**src/hw/eec_pkg.sv**
```systemverilog
// shared constants and types of the serial eeprom command engine
package eec_pkg;

	// ****************************************************************
	// register map
	// ****************************************************************
	localparam logic [7:0] EEC_CMD_OFF  = 8'h40; // command register
	localparam logic [7:0] EEC_DATA_OFF = 8'h44; // data register

	// command and data register field positions
	localparam int EEC_BUSY_BIT = 31;
	localparam int EEC_OP_MSB   = 30;
	localparam int EEC_OP_LSB   = 28;
	localparam int EEC_TO_BIT   = 10;
	localparam int EEC_DL_BIT   = 9;
	localparam int EEC_ADDR_MSB = 8;
	localparam int EEC_DATA_MSB = 7;

	// reset values
	localparam logic [2:0] EEC_OP_RST   = 3'h0;
	localparam logic [8:0] EEC_ADDR_RST = 9'h000;
	localparam logic [7:0] EEC_DATA_RST = 8'h00;

	// signature that marks a programmed eeprom at address zero
	localparam logic [7:0] EEC_SIG = 8'hA5;

	// ****************************************************************
	// timing
	// ****************************************************************
	localparam int EEC_CLK_HZ  = 50_000_000; // system clock rate
	localparam int EEC_CLK_NS  = 20;         // system clock period
	localparam int EEC_TMO_MS  = 30;         // no-response limit
	localparam int EEC_SCLK_NS = 160;        // serial clock period
	// longest time: rounds down
	localparam logic [20:0] EEC_TMO_CYCLES =
		21'(EEC_CLK_HZ / 1000 * EEC_TMO_MS);
	// least half period: rounds up
	localparam int EEC_HALF_CYC =
		(EEC_SCLK_NS + 2 * EEC_CLK_NS - 1) / (2 * EEC_CLK_NS);
	localparam logic [2:0] EEC_HALF_LAST = 3'(EEC_HALF_CYC - 1);

	// ****************************************************************
	// serial frame: start bit, two opcode bits, nine address bits, data
	// ****************************************************************
	localparam logic [4:0] EEC_LEN_SHORT = 5'h0C; // start+op+address
	localparam logic [4:0] EEC_LEN_LONG  = 5'h14; // plus eight data bits
	localparam logic [1:0] EEC_MW_READ  = 2'h2;
	localparam logic [1:0] EEC_MW_WRITE = 2'h1;
	localparam logic [1:0] EEC_MW_ERASE = 2'h3;
	localparam logic [1:0] EEC_MW_EXT   = 2'h0; // extended group
	localparam logic [1:0] EEC_EX_WRDIS = 2'h0;
	localparam logic [1:0] EEC_EX_WRALL = 2'h1;
	localparam logic [1:0] EEC_EX_ERALL = 2'h2;
	localparam logic [1:0] EEC_EX_WREN  = 2'h3;

	// software opcodes
	typedef enum logic [2:0] {
		EEC_OP_READ   = 3'h0,
		EEC_OP_WRDIS  = 3'h1,
		EEC_OP_WREN   = 3'h2,
		EEC_OP_WRITE  = 3'h3,
		EEC_OP_WRALL  = 3'h4,
		EEC_OP_ERASE  = 3'h5,
		EEC_OP_ERALL  = 3'h6,
		EEC_OP_RELOAD = 3'h7
	} eec_op_t;

endpackage

```
**src/hw/eec_tick_if.sv**
```systemverilog
// tick pulses from the serial clock divider to the command engine
`timescale 1ns/10ps
interface eec_tick_if;
	logic rise; // serial clock is due to go high
	logic fall; // serial clock is due to go low
	modport gen (output rise, output fall);
	modport sink (input rise, input fall);
endinterface

```
**src/hw/eec_clk_div.sv**
```systemverilog
// divider that paces the serial clock with one-cycle enables
`timescale 1ns/10ps
module eec_clk_div
	import eec_pkg::*;
(
	input wire logic clock,
	input wire logic reset,
	eec_tick_if.gen  tick
);
	logic [2:0] cnt_r;   // cycles within a half period
	logic       phase_r; // which half comes next

	// free running: the engine only looks at ticks while shifting, in the gap and in the poll
	always_ff @(posedge clock) begin
		if (reset) begin
			cnt_r   <= 3'h0;
			phase_r <= 1'b0;
		end else if (cnt_r == EEC_HALF_LAST) begin
			cnt_r   <= 3'h0;
			phase_r <= ~phase_r;
		end else begin
			cnt_r <= cnt_r + 3'h1;
		end
	end

	assign tick.rise = (cnt_r == EEC_HALF_LAST) && !phase_r;
	assign tick.fall = (cnt_r == EEC_HALF_LAST) && phase_r;
endmodule

```
**src/hw/eec_ctrl.sv**
```systemverilog
// command engine for a three-wire serial eeprom behind a register port
`timescale 1ns/10ps
// ********************************************************************
// serial eeprom command engine
// ********************************************************************
module eec_ctrl
	import eec_pkg::*;
#(
	parameter logic [20:0] TIMEOUT_CYCLES = EEC_TMO_CYCLES
) (
	input  wire logic        clock,
	input  wire logic        reset,
	input  wire logic [7:0]  reg_addr,
	input  wire logic [31:0] reg_wdata,
	input  wire logic        reg_wr,
	input  wire logic        reg_rd,
	output logic      [31:0] reg_rdata,
	output logic             rom_cs,
	output logic             rom_sclk,
	output logic             rom_sdo,
	input  wire logic        rom_serial_data_in
);

	// ****************************************************************
	// declarations
	// ****************************************************************
	typedef enum logic [2:0] {
		ST_IDLE,  // waiting for a command
		ST_SHIFT, // clocking the frame out and read data in
		ST_GAP,   // chip deselected before the ready poll
		ST_POLL,  // waiting for the eeprom to report ready
		ST_DONE   // one cycle to commit the result
	} eec_state_t;

	eec_state_t  state_r;     // engine state
	eec_op_t     op_r;        // opcode field as software wrote it
	eec_op_t     run_op_r;    // operation being carried out
	logic [8:0]  addr_r;      // byte address field
	logic [7:0]  data_r;      // data register byte
	logic        busy_r;      // busy flag
	logic        timeout_r;   // sticky timeout flag
	logic        load_done_r; // sticky load done flag
	logic        boot_r;      // power-up load still pending
	logic [19:0] frame_r;     // outgoing bits, msb first
	logic [4:0]  bit_cnt_r;   // rising edges still to come
	logic        bit_out_r;   // bit awaits its rise; in poll, line settling
	logic [7:0]  rx_r;        // bits sampled on rising edges
	logic [20:0] tmo_cnt_r;   // cycles spent busy
	logic        din_s;       // synchronised serial data in
	logic        cmd_wr;      // write to the command register
	logic        data_wr;     // write to the data register
	logic        start_req;   // software start of a command
	logic        go;          // a command begins this cycle
	eec_op_t     go_op;       // opcode of the starting command
	logic [8:0]  go_addr;     // address of the starting command
	logic        tmo_hit;     // the no-response limit is reached
	logic        poll_op;     // operation ends with a ready poll
	logic [31:0] rd_nxt;      // read data for the next cycle

	eec_tick_if tick ();

	// ****************************************************************
	// pacing and input synchronisation
	// ****************************************************************
	eec_clk_div u_div (
		.clock (clock),
		.reset (reset),
		.tick  (tick)
	);

	eec_sync2 u_sync (
		.clock (clock),
		.reset (reset),
		.d     (rom_serial_data_in),
		.q     (din_s)
	);

	// ****************************************************************
	// decode
	// ****************************************************************
	assign cmd_wr    = reg_wr && (reg_addr == EEC_CMD_OFF);
	assign data_wr   = reg_wr && (reg_addr == EEC_DATA_OFF);
	// a start while busy is dropped, the running command is kept
	assign start_req = cmd_wr && reg_wdata[EEC_BUSY_BIT] && !busy_r;
	// software wins over the pending power-up load
	assign go        = !busy_r && (start_req || boot_r);
	assign go_op     = start_req ?
		eec_op_t'(reg_wdata[EEC_OP_MSB:EEC_OP_LSB]) : EEC_OP_RELOAD;
	assign go_addr   = start_req ? reg_wdata[EEC_ADDR_MSB:0] : addr_r;
	assign tmo_hit   = busy_r && (tmo_cnt_r == TIMEOUT_CYCLES - 21'h1);
	// only these wait for ready, so only these can hang without a part
	assign poll_op   = (run_op_r == EEC_OP_WRITE) ||
		(run_op_r == EEC_OP_WRALL) || (run_op_r == EEC_OP_ERASE) ||
		(run_op_r == EEC_OP_ERALL);

	// ****************************************************************
	// software fields
	// ****************************************************************
	// software writes to the fields are ignored while busy so a running frame never changes
	always_ff @(posedge clock) begin
		if (reset) begin
			op_r   <= eec_op_t'(EEC_OP_RST);
			addr_r <= EEC_ADDR_RST;
			data_r <= EEC_DATA_RST;
		end else if (state_r == ST_DONE && run_op_r == EEC_OP_READ) begin
			data_r <= rx_r;
		end else if (cmd_wr && !busy_r) begin
			op_r   <= eec_op_t'(reg_wdata[EEC_OP_MSB:EEC_OP_LSB]);
			addr_r <= reg_wdata[EEC_ADDR_MSB:0];
		end else if (data_wr && !busy_r) begin
			data_r <= reg_wdata[EEC_DATA_MSB:0];
		end
	end

	// ****************************************************************
	// sticky flags, cleared by writing one; a set in the same cycle wins
	// ****************************************************************
	always_ff @(posedge clock) begin
		if (reset) begin
			timeout_r <= 1'b0;
		end else if (tmo_hit) begin
			timeout_r <= 1'b1;
		end else if (cmd_wr && reg_wdata[EEC_TO_BIT]) begin
			timeout_r <= 1'b0;
		end
	end

	// a failed reload touches nothing, this flag included
	always_ff @(posedge clock) begin
		if (reset) begin
			load_done_r <= 1'b0;
		end else if (state_r == ST_DONE && run_op_r == EEC_OP_RELOAD &&
			rx_r == EEC_SIG) begin
			load_done_r <= 1'b1;
		end else if (cmd_wr && reg_wdata[EEC_DL_BIT]) begin
			load_done_r <= 1'b0;
		end
	end

	// ****************************************************************
	// no-response timer
	// ****************************************************************
	always_ff @(posedge clock) begin
		if (reset || go) begin
			tmo_cnt_r <= 21'h0_0000;
		end else if (busy_r) begin
			tmo_cnt_r <= tmo_cnt_r + 21'h0_0001;
		end
	end

	// ****************************************************************
	// command sequencer and serial pins
	// ****************************************************************
	always_ff @(posedge clock) begin
		if (reset) begin
			state_r   <= ST_IDLE;
			run_op_r  <= EEC_OP_READ;
			busy_r    <= 1'b0;
			boot_r    <= 1'b1;
			frame_r   <= 20'h0_0000;
			bit_cnt_r <= 5'h00;
			bit_out_r <= 1'b0;
			rx_r      <= 8'h00;
			rom_cs    <= 1'b0;
			rom_sclk  <= 1'b0;
			rom_sdo   <= 1'b0;
		end else if (tmo_hit) begin
			// give up: deselect and go back to idle
			state_r  <= ST_IDLE;
			busy_r   <= 1'b0;
			rom_cs   <= 1'b0;
			rom_sclk <= 1'b0;
			rom_sdo  <= 1'b0;
		end else begin
			unique case (state_r)
				ST_IDLE: begin
					if (go) begin
						state_r   <= ST_SHIFT;
						run_op_r  <= go_op;
						busy_r    <= 1'b1;
						boot_r    <= 1'b0;
						bit_out_r <= 1'b0;
						rom_cs    <= 1'b1;
						unique case (go_op)
							EEC_OP_READ: begin
								frame_r   <= {1'b1, EEC_MW_READ, go_addr,
									8'h00};
								bit_cnt_r <= EEC_LEN_LONG;
							end
							EEC_OP_RELOAD: begin
								frame_r   <= {1'b1, EEC_MW_READ, 9'h000,
									8'h00};
								bit_cnt_r <= EEC_LEN_LONG;
							end
							EEC_OP_WRDIS: begin
								frame_r   <= {1'b1, EEC_MW_EXT, EEC_EX_WRDIS,
									15'h0000};
								bit_cnt_r <= EEC_LEN_SHORT;
							end
							EEC_OP_WREN: begin
								frame_r   <= {1'b1, EEC_MW_EXT, EEC_EX_WREN,
									15'h0000};
								bit_cnt_r <= EEC_LEN_SHORT;
							end
							EEC_OP_WRITE: begin
								frame_r   <= {1'b1, EEC_MW_WRITE, go_addr,
									data_r};
								bit_cnt_r <= EEC_LEN_LONG;
							end
							EEC_OP_WRALL: begin
								frame_r   <= {1'b1, EEC_MW_EXT, EEC_EX_WRALL,
									7'h00, data_r};
								bit_cnt_r <= EEC_LEN_LONG;
							end
							EEC_OP_ERASE: begin
								frame_r   <= {1'b1, EEC_MW_ERASE, go_addr,
									8'h00};
								bit_cnt_r <= EEC_LEN_SHORT;
							end
							EEC_OP_ERALL: begin
								frame_r   <= {1'b1, EEC_MW_EXT, EEC_EX_ERALL,
									15'h0000};
								bit_cnt_r <= EEC_LEN_SHORT;
							end
						endcase
					end
				end
				ST_SHIFT: begin
					if (tick.fall) begin
						rom_sclk <= 1'b0;
						if (bit_cnt_r == 5'h00) begin
							rom_sdo <= 1'b0; // frame over: deselect
							rom_cs  <= 1'b0;
							state_r <= poll_op ? ST_GAP : ST_DONE;
						end else begin
							// present the next bit, zeros once sent out
							rom_sdo   <= frame_r[19];
							frame_r   <= {frame_r[18:0], 1'b0};
							bit_out_r <= 1'b1;
						end
					end else if (tick.rise && bit_out_r) begin
						rom_sclk  <= 1'b1;
						bit_out_r <= 1'b0;
						rx_r      <= {rx_r[6:0], din_s};
						bit_cnt_r <= bit_cnt_r - 5'h01;
					end
				end
				ST_GAP: begin
					if (tick.fall) begin // one serial period deselected
						rom_cs    <= 1'b1;
						bit_out_r <= 1'b1; // synchronised line still stale
						state_r   <= ST_POLL;
					end
				end
				ST_POLL: begin
					// high is ready, also with no part on a pulled-up line, after one rise tick
					bit_out_r <= bit_out_r && !tick.rise;
					if (!bit_out_r && din_s) begin
						rom_cs  <= 1'b0;
						state_r <= ST_DONE;
					end
				end
				ST_DONE: begin
					busy_r  <= 1'b0;
					state_r <= ST_IDLE;
				end
			endcase
		end
	end

	// ****************************************************************
	// register read port, data one cycle after the strobe
	// ****************************************************************
	always_comb begin
		rd_nxt = 32'h0000_0000;
		if (reg_addr == EEC_CMD_OFF) begin
			rd_nxt[EEC_BUSY_BIT]           = busy_r;
			rd_nxt[EEC_OP_MSB:EEC_OP_LSB]  = op_r;
			rd_nxt[EEC_TO_BIT]             = timeout_r;
			rd_nxt[EEC_DL_BIT]             = load_done_r;
			rd_nxt[EEC_ADDR_MSB:0]         = addr_r;
		end else if (reg_addr == EEC_DATA_OFF) begin
			rd_nxt[EEC_DATA_MSB:0] = data_r;
		end
	end

	// unmapped addresses and idle cycles read as zero
	always_ff @(posedge clock) begin
		if (reset || !reg_rd) begin
			reg_rdata <= 32'h0000_0000;
		end else begin
			reg_rdata <= rd_nxt;
		end
	end
endmodule

```
**src/hw/eec_sync2.sv**
```systemverilog
// two-stage synchroniser for a pin from outside the clock domain
`timescale 1ns/10ps
module eec_sync2 (
	input  wire logic clock,
	input  wire logic reset,
	input  wire logic d,
	output logic      q
);
	logic meta_r; // first stage, read only by the second

	// resets high: an open data pin idles pulled up
	always_ff @(posedge clock) begin
		if (reset) begin
			meta_r <= 1'b1;
			q      <= 1'b1;
		end else begin
			meta_r <= d;
			q      <= meta_r;
		end
	end
endmodule

```
**config.mk**
```make
export PLATFORM = sky130hd
export DESIGN_NAME = eec_ctrl
export DESIGN_NICKNAME = d
export VERILOG_FILES = /design/src/hw/eec_pkg.sv /design/src/hw/eec_tick_if.sv /design/src/hw/eec_clk_div.sv /design/src/hw/eec_ctrl.sv /design/src/hw/eec_sync2.sv
export SDC_FILE = /design/constraint.sdc
export NUM_CORES = 1
export LEC_CHECK = 0
export BUFFER_PORTS_ARGS = -buffer_cell sky130_fd_sc_hd__buf_2
export CORE_ASPECT_RATIO = 1.4
export CORE_UTILIZATION = 40
export CTS_CLUSTER_SIZE = 20
export DETAILED_ROUTE_END_ITERATION = 12
export GPL_TIMING_DRIVEN = 0
export PLACE_DENSITY_LB_ADDON = 0.12
export REMOVE_ABC_BUFFERS = 1
export SETUP_SLACK_MARGIN = 0.2
export SYNTH_ARGS = -nofsm -noshare
export SYNTH_HDL_FRONTEND = slang
export SYNTH_SLANG_ARGS = --single-unit
```
**constraint.sdc**
```tcl
create_clock -name clock -period 6 [get_ports clock]
set_clock_uncertainty 0.1 [all_clocks]
set_input_delay 0.9 -clock clock [delete_from_list [all_inputs] [get_ports clock]]
set_output_delay 0.9 -clock clock [all_outputs]
set_load 0.1 [all_outputs]
```
* Yosys cells after proc, flatten, opt, wreduce, memory -nomap -nowiden *
Cells that the tools add are included.

word-level totals
  RAM bits = 0
  logic and storage cells = 164
  bits in latches = 0
  bits in read-only memories = 0
  memories kept = 0
  register bits = 126

cells by class
  multiply operators = 0
  shift operators = 0
  $add $sub $neg = 3
  bitwise operators = 5
  reductions and logical operators = 57
  eq/ne operators = 32
  order comparisons = 0
  multiplexer cells = 43
  div/mod/pow operators = 0

operators with widths
  operator                 number
  $pmux W20 S8             1
  $mux W20                 3
  $mux W8                  5
  $pmux W20 S2             1
  $eq A3 B3 Y1 const B     9
  $add A21 B1 Y21 const B  1
  $eq A21 B21 Y1 const B   1
  $mux W3                  7
  $pmux W5 S2              2
  $eq A3 B2 Y1 const B     6
  $logic_and A1 B1 Y1      18
  $ne A2 B2 Y1 const B     9
  $eq A8 B7 Y1 const B     2
  $mux W1                  16
  $mux W5                  3
  $pmux W3 S5              1
  $reduce_and A5 Y1        3
  $reduce_and A6 Y1        2
  $reduce_bool A2 Y1       6
  $reduce_and A2 Y1        5
  $logic_not A3 Y1         3
  $mux W9                  1
  $eq A8 B8 Y1 const B     1
  $pmux W1 S4              2
  other kinds (14)         32

* Depth between registers and ports, before layout *
  word-level depth = 10
  gate-level depth with buffers = 9
  mapped depth without buffers = 9

* By module *
Synthesis repeated with hierarchy kept, for this count alone.

unflattened totals
  cells, all modules = 576
  area, all modules = 5181.2 sq um

modules (own cells, without submodules)
  module       cells an instance  area each (sq um)  instances
  eec_ctrl     558                4976.0             1
  eec_clk_div  14                 152.6              1
  eec_sync2    4                  52.6               1

* Worst setup path after synthesis *
No wires, ideal clock.

  path kind = input -> register
  start point = input reg_addr[5]
  end point = register frame_r[10]
  data required time = 5.826 ns
  arrival = 3.192 ns
  setup time = 0.074 ns
  stages = 9
  setup slack = 2.634 ns
  cell sequence = nor4b_2 nand4_2 or2_2 ha_1 inv_1 o22ai_1 a2111oi_2 a22oi_1 o2bb2ai_1

between the ends
  word-level cells in the longest chain between the ends = 9
  elaborated cells between the ends (all ways) = 21
  those cells by class = eq/ne (9); mux (5); reduce/logical (7)

ends and longest elaborated chain
  what                                        line             text
  start, declared                             eec_ctrl.sv:13   input wire logic [7:0] reg_addr,
  $eq A8 B7 Y1 *                              eec_ctrl.sv:81   assign cmd_wr = reg_wr && (reg_addr == EEC_CMD_OFF);
  $logic_and A1 B1 Y1 *                       eec_ctrl.sv:81
  $logic_and A1 B1 Y1 * (2 in a row)          eec_ctrl.sv:84   assign start_req = cmd_wr && reg_wdata[EEC_BUSY_BIT] && !busy_r;
  $mux W3                                     eec_ctrl.sv:87   assign go_op = start_req ?
  $eq A3 B3 Y1, or another cell as far along  eec_ctrl.sv:184  unique case (go_op)
  $pmux W20 S8                                eec_ctrl.sv:184
  $mux W20                                    eec_ctrl.sv:177  if (go) begin
  $pmux W20 S2                                eec_ctrl.sv:175  unique case (state_r)
  end signal, assigned                        eec_ctrl.sv:186  frame_r <= {1'b1, EEC_MW_READ, go_addr,
  end signal, assigned                        eec_ctrl.sv:191  frame_r <= {1'b1, EEC_MW_READ, 9'h000,
  end signal, assigned                        eec_ctrl.sv:196  frame_r <= {1'b1, EEC_MW_EXT, EEC_EX_WRDIS,
  end, declared                               eec_ctrl.sv:44   logic [19:0] frame_r;

Every way passes the cells marked *; elsewhere a longest branch is shown, timed or not. The select of a mux whose other input is x is not followed.
A chain may end at the register's enable or synchronous reset.

* Worst setup path in the final report *
  start point = input reg_addr[5]
  end point = register frame_r[13]

The elaborated chain is that of the path after synthesis.

==> flow_summary.yaml <==
sta:
  setup_viol: 0
  fin_setup_tns_ns: 0
  period_needed_ns: 3.82
  worstMarginPinSlew_ns: 1.34
  fmax_mhz: 262
  hold_viol: 0
  slew_viol_final: 0
  fin_crit_sh_pct: 63.6
  rsz0062_at_grt: "false"
  relSlewSlack_pct: 10.7
cts:
  postCtsSetupBuffers: 0
  holdBufCountCts: 0
  clock_sinks: 109
  clk_latency_ns: 0.35
  cts-buffers-inserted: 9
  cts_tree: "built"
  cts-root-buf: "clkbuf_16"
  path_clk_slew_ns: 0.07
  post_cts_resized: 0
  htreeDepth: 3
  clockBufferDepth: 2
synth:
  synth.avg_cell_area_um2: 9.24
  ys_types: 69
  yosys_most_used_dff: "dfxtp_1"
  synth_cells: 536
  ys.warnings.count: 0
  netlist_area_um2: 4950
  synth_edf_count: 0
  synth-seq-area-share_pct: 44.1
  ys_ff_latch: 109
  synth.largest_area_cell: "dfxtp_1"
  netlist_top_cells_area: "dfxtp_1, mux2i_1, nor2_1"
  synthArstFlopShare_pct: 0
  yosys.cell_count.top_type: "dfxtp_1"
  synth_commonest_cells: "dfxtp_1, nor2_1, mux2i_1"
  synth.top_cell.area_share_pct: 44.1
die:
  row_count: 47
  initial_utilization_pct: 41.5
  die_w_um: 96.0
  core_um2: 11900
  die_h_um: 134
  die-area_um2: 12800
  pin_count: 80
final_layout:
  fin_nets: 616
  postLayoutCellArea_um2: 5470
  syn2layout_area_growth_pct: 10.5
  layout-drive-gt1-share_pct: 14.6
  antenna_cells: 0
detailed_routing:
  vias: 3921
  avgRoutedWirePerCell_um: 16.3
  remaining_drc_errors: 0
  routed_wl_um: 11700
  postRouteAntennaNets: 0
  vias_per_cell: 5.47
  drt-initial-drc-count: 161
  drtPass1Iterations: 4
status:
  outcome: "complete, no violations"
critical_path:
  cp.arrival_ns: 3.98
  reg2reg_from: "busy_r"
  startpoint: "reg_addr[5]"
  crit_family: "simple AND/OR/NAND/NOR gates"
  critPathRequiredTime_ns: 6.17
  end_kind: "flop"
  cp_slowest_cell: "a2111oi_2"
  slowest_delay_ns: 0.85
  cp_num_buf_inv: 2
  crit_path_start_kind: "primary input"
  crit_chain: "buf_2 -> nor4b_2 -> nand4_2 -> or2_2 -> ha_1 -> inv_1 -> o22ai_1 -> a2111oi_2 -> a22oi_1 -> o2bb2ai_1"
  critical_path_class: "primary input to flop"
  cp_max_fo: 9
hold_path:
  hold_path_class: "flop to flop"
  min_from: "u_sync.meta_r"
global_route:
  grt_start_max_net_pins: 57
  grt_use_total_pct: 19.5
  grt.overflow.total: 0
  antenna_found_initial: 0
  grt_pass1_vias: 3695
  grt_pass1_wl_um: 18900
place:
  place_congestion: 0.844
  portBuffers: 45
  postPlaceCellArea_um2: 5170
  dp_hpwl_um: 8300
pwr:
  swShare_pct: 35.5
  seq_power_share_pct: 42.2
  peakVddDrop_v: 0.000160
  p_leak_nw: 2.16
  p_int_mw: 1.35
  combPwrFrac_pct: 29.1
  p_sw_mw: 0.739
  power_density_nw_per_um2: 381
  power_frac_clock_pct: 28.6
flow_run:
  maxCapViolCount: 0
path summary, 6_finish.rpt:
path | cells past startpoint | to | slack (ns)
setup reg to reg | 9 | frame_r[13] | 2.81
hold reg to reg | 1 | u_sync.q | 0.31
hold / removal | 1 | u_sync.q | 0.31
setup / recovery | 10 | frame_r[13] | 2.18
per-layer routing:
metal | vias to the layer above | track usage (%) | share of wire [%]
met4 | 0 | 6.97 | 1.8
li1 | 1964 | - | -
met2 | 73 | 33.5 | 52
met5 | - | 0 | 0
met3 | 13 | 4.00 | 4.1
met1 | 1871 | 23.5 | 42
power by group through the flow:
stage | clock network (mW) | registers, mW | logic, mW
2_1_floorplan | 0 | 0.891 | 0.438
3_3_place_gp | 0 | 0.892 | 0.590
3_5_place_dp | 0 | 0.895 | 0.606
4_1_cts | 0.617 | 0.879 | 0.608
5_1_grt | 0.648 | 0.893 | 0.667
6_report | 0.596 | 0.881 | 0.608
cell type report:
type	count	area, um^2
Fill cell	1216	6470
Multi-Input combinational cell	383	2510
Sequential cell	109	2180
Clock buffer	13	250
Timing Repair Buffer	46	236
Tap cell	147	184
Inverter	16	60.1
Clock inverter	3	45.0
registers in the layout, summed over array words and instances (netlist names):
name,count
u_sync.meta_r,1
u_div.phase_r,1
state_r,3
rom_sclk,1
rom_cs,1
u_div.cnt_r,3
load_done_r,1
addr_r,9
bit_out_r,1
tmo_cnt_r,21
frame_r,20
timeout_r,1
reg_rdata,15
data_r,8
rom_sdo,1
rx_r,8
run_op_r,3
op_r,3
busy_r,1
boot_r,1
u_sync.q,1
bit_cnt_r,5
cell families (layout without fill, tap and decap cells):
| family | after synthesis | after routing | share of synthesized area [%] |
|---|---|---|---|
| xor gates and xnor gates | 25 | 25 | 4.42 |
| other | 1 | 17 | 0.0757 |
| buffers and inverters | 60 | 78 | 6.57 |
| and+or+nand+nor | 193 | 193 | 20.3 |
| AOI/OAI and AO/OA | 112 | 112 | 17.0 |
| muxes | 30 | 30 | 6.09 |
| DFF | 109 | 109 | 44.1 |
| adders and majority gates | 6 | 6 | 1.52 |
cell usage in the layout, fill, tap and decap left out, drive strengths merged, types with 4 or more instances in the layout:
master     n
dfxtp    109
nor2      72
buf       46
mux2i     29
a21oi     25
nand2     22
a211oi    19
conb      17
nand3     16
inv       16
xor2      15
nor3      15
a22oi     14
nand4     14
clkbuf    13
xnor2     10
a22o       9
o2bb2ai    7
and2       7
o21ai      7
nor4       7
nor2b      6
ha         6
or2        5
and3       5
nand2b     4
nor3b      4
metrics by stage:
stage | power, mW | hold WS (ns) | instances | utilization, % | worst slack (ns)
2_1_floorplan | 1.33 | 0.289 | 508 | - | 2.59
3_3_place_gp | 1.48 | 0.296 | 700 | 43.2 | 1.02
3_5_place_dp | 1.50 | 0.297 | 701 | 43.3 | 1.80
4_1_cts | 2.10 | 0.314 | 717 | 45.8 | 2.19
5_1_grt | 2.21 | 0.333 | 717 | 45.8 | 1.93
6_report | 2.08 | 0.313 | 717 | 45.8 | 2.18
(Power assumes the default switching activity.)
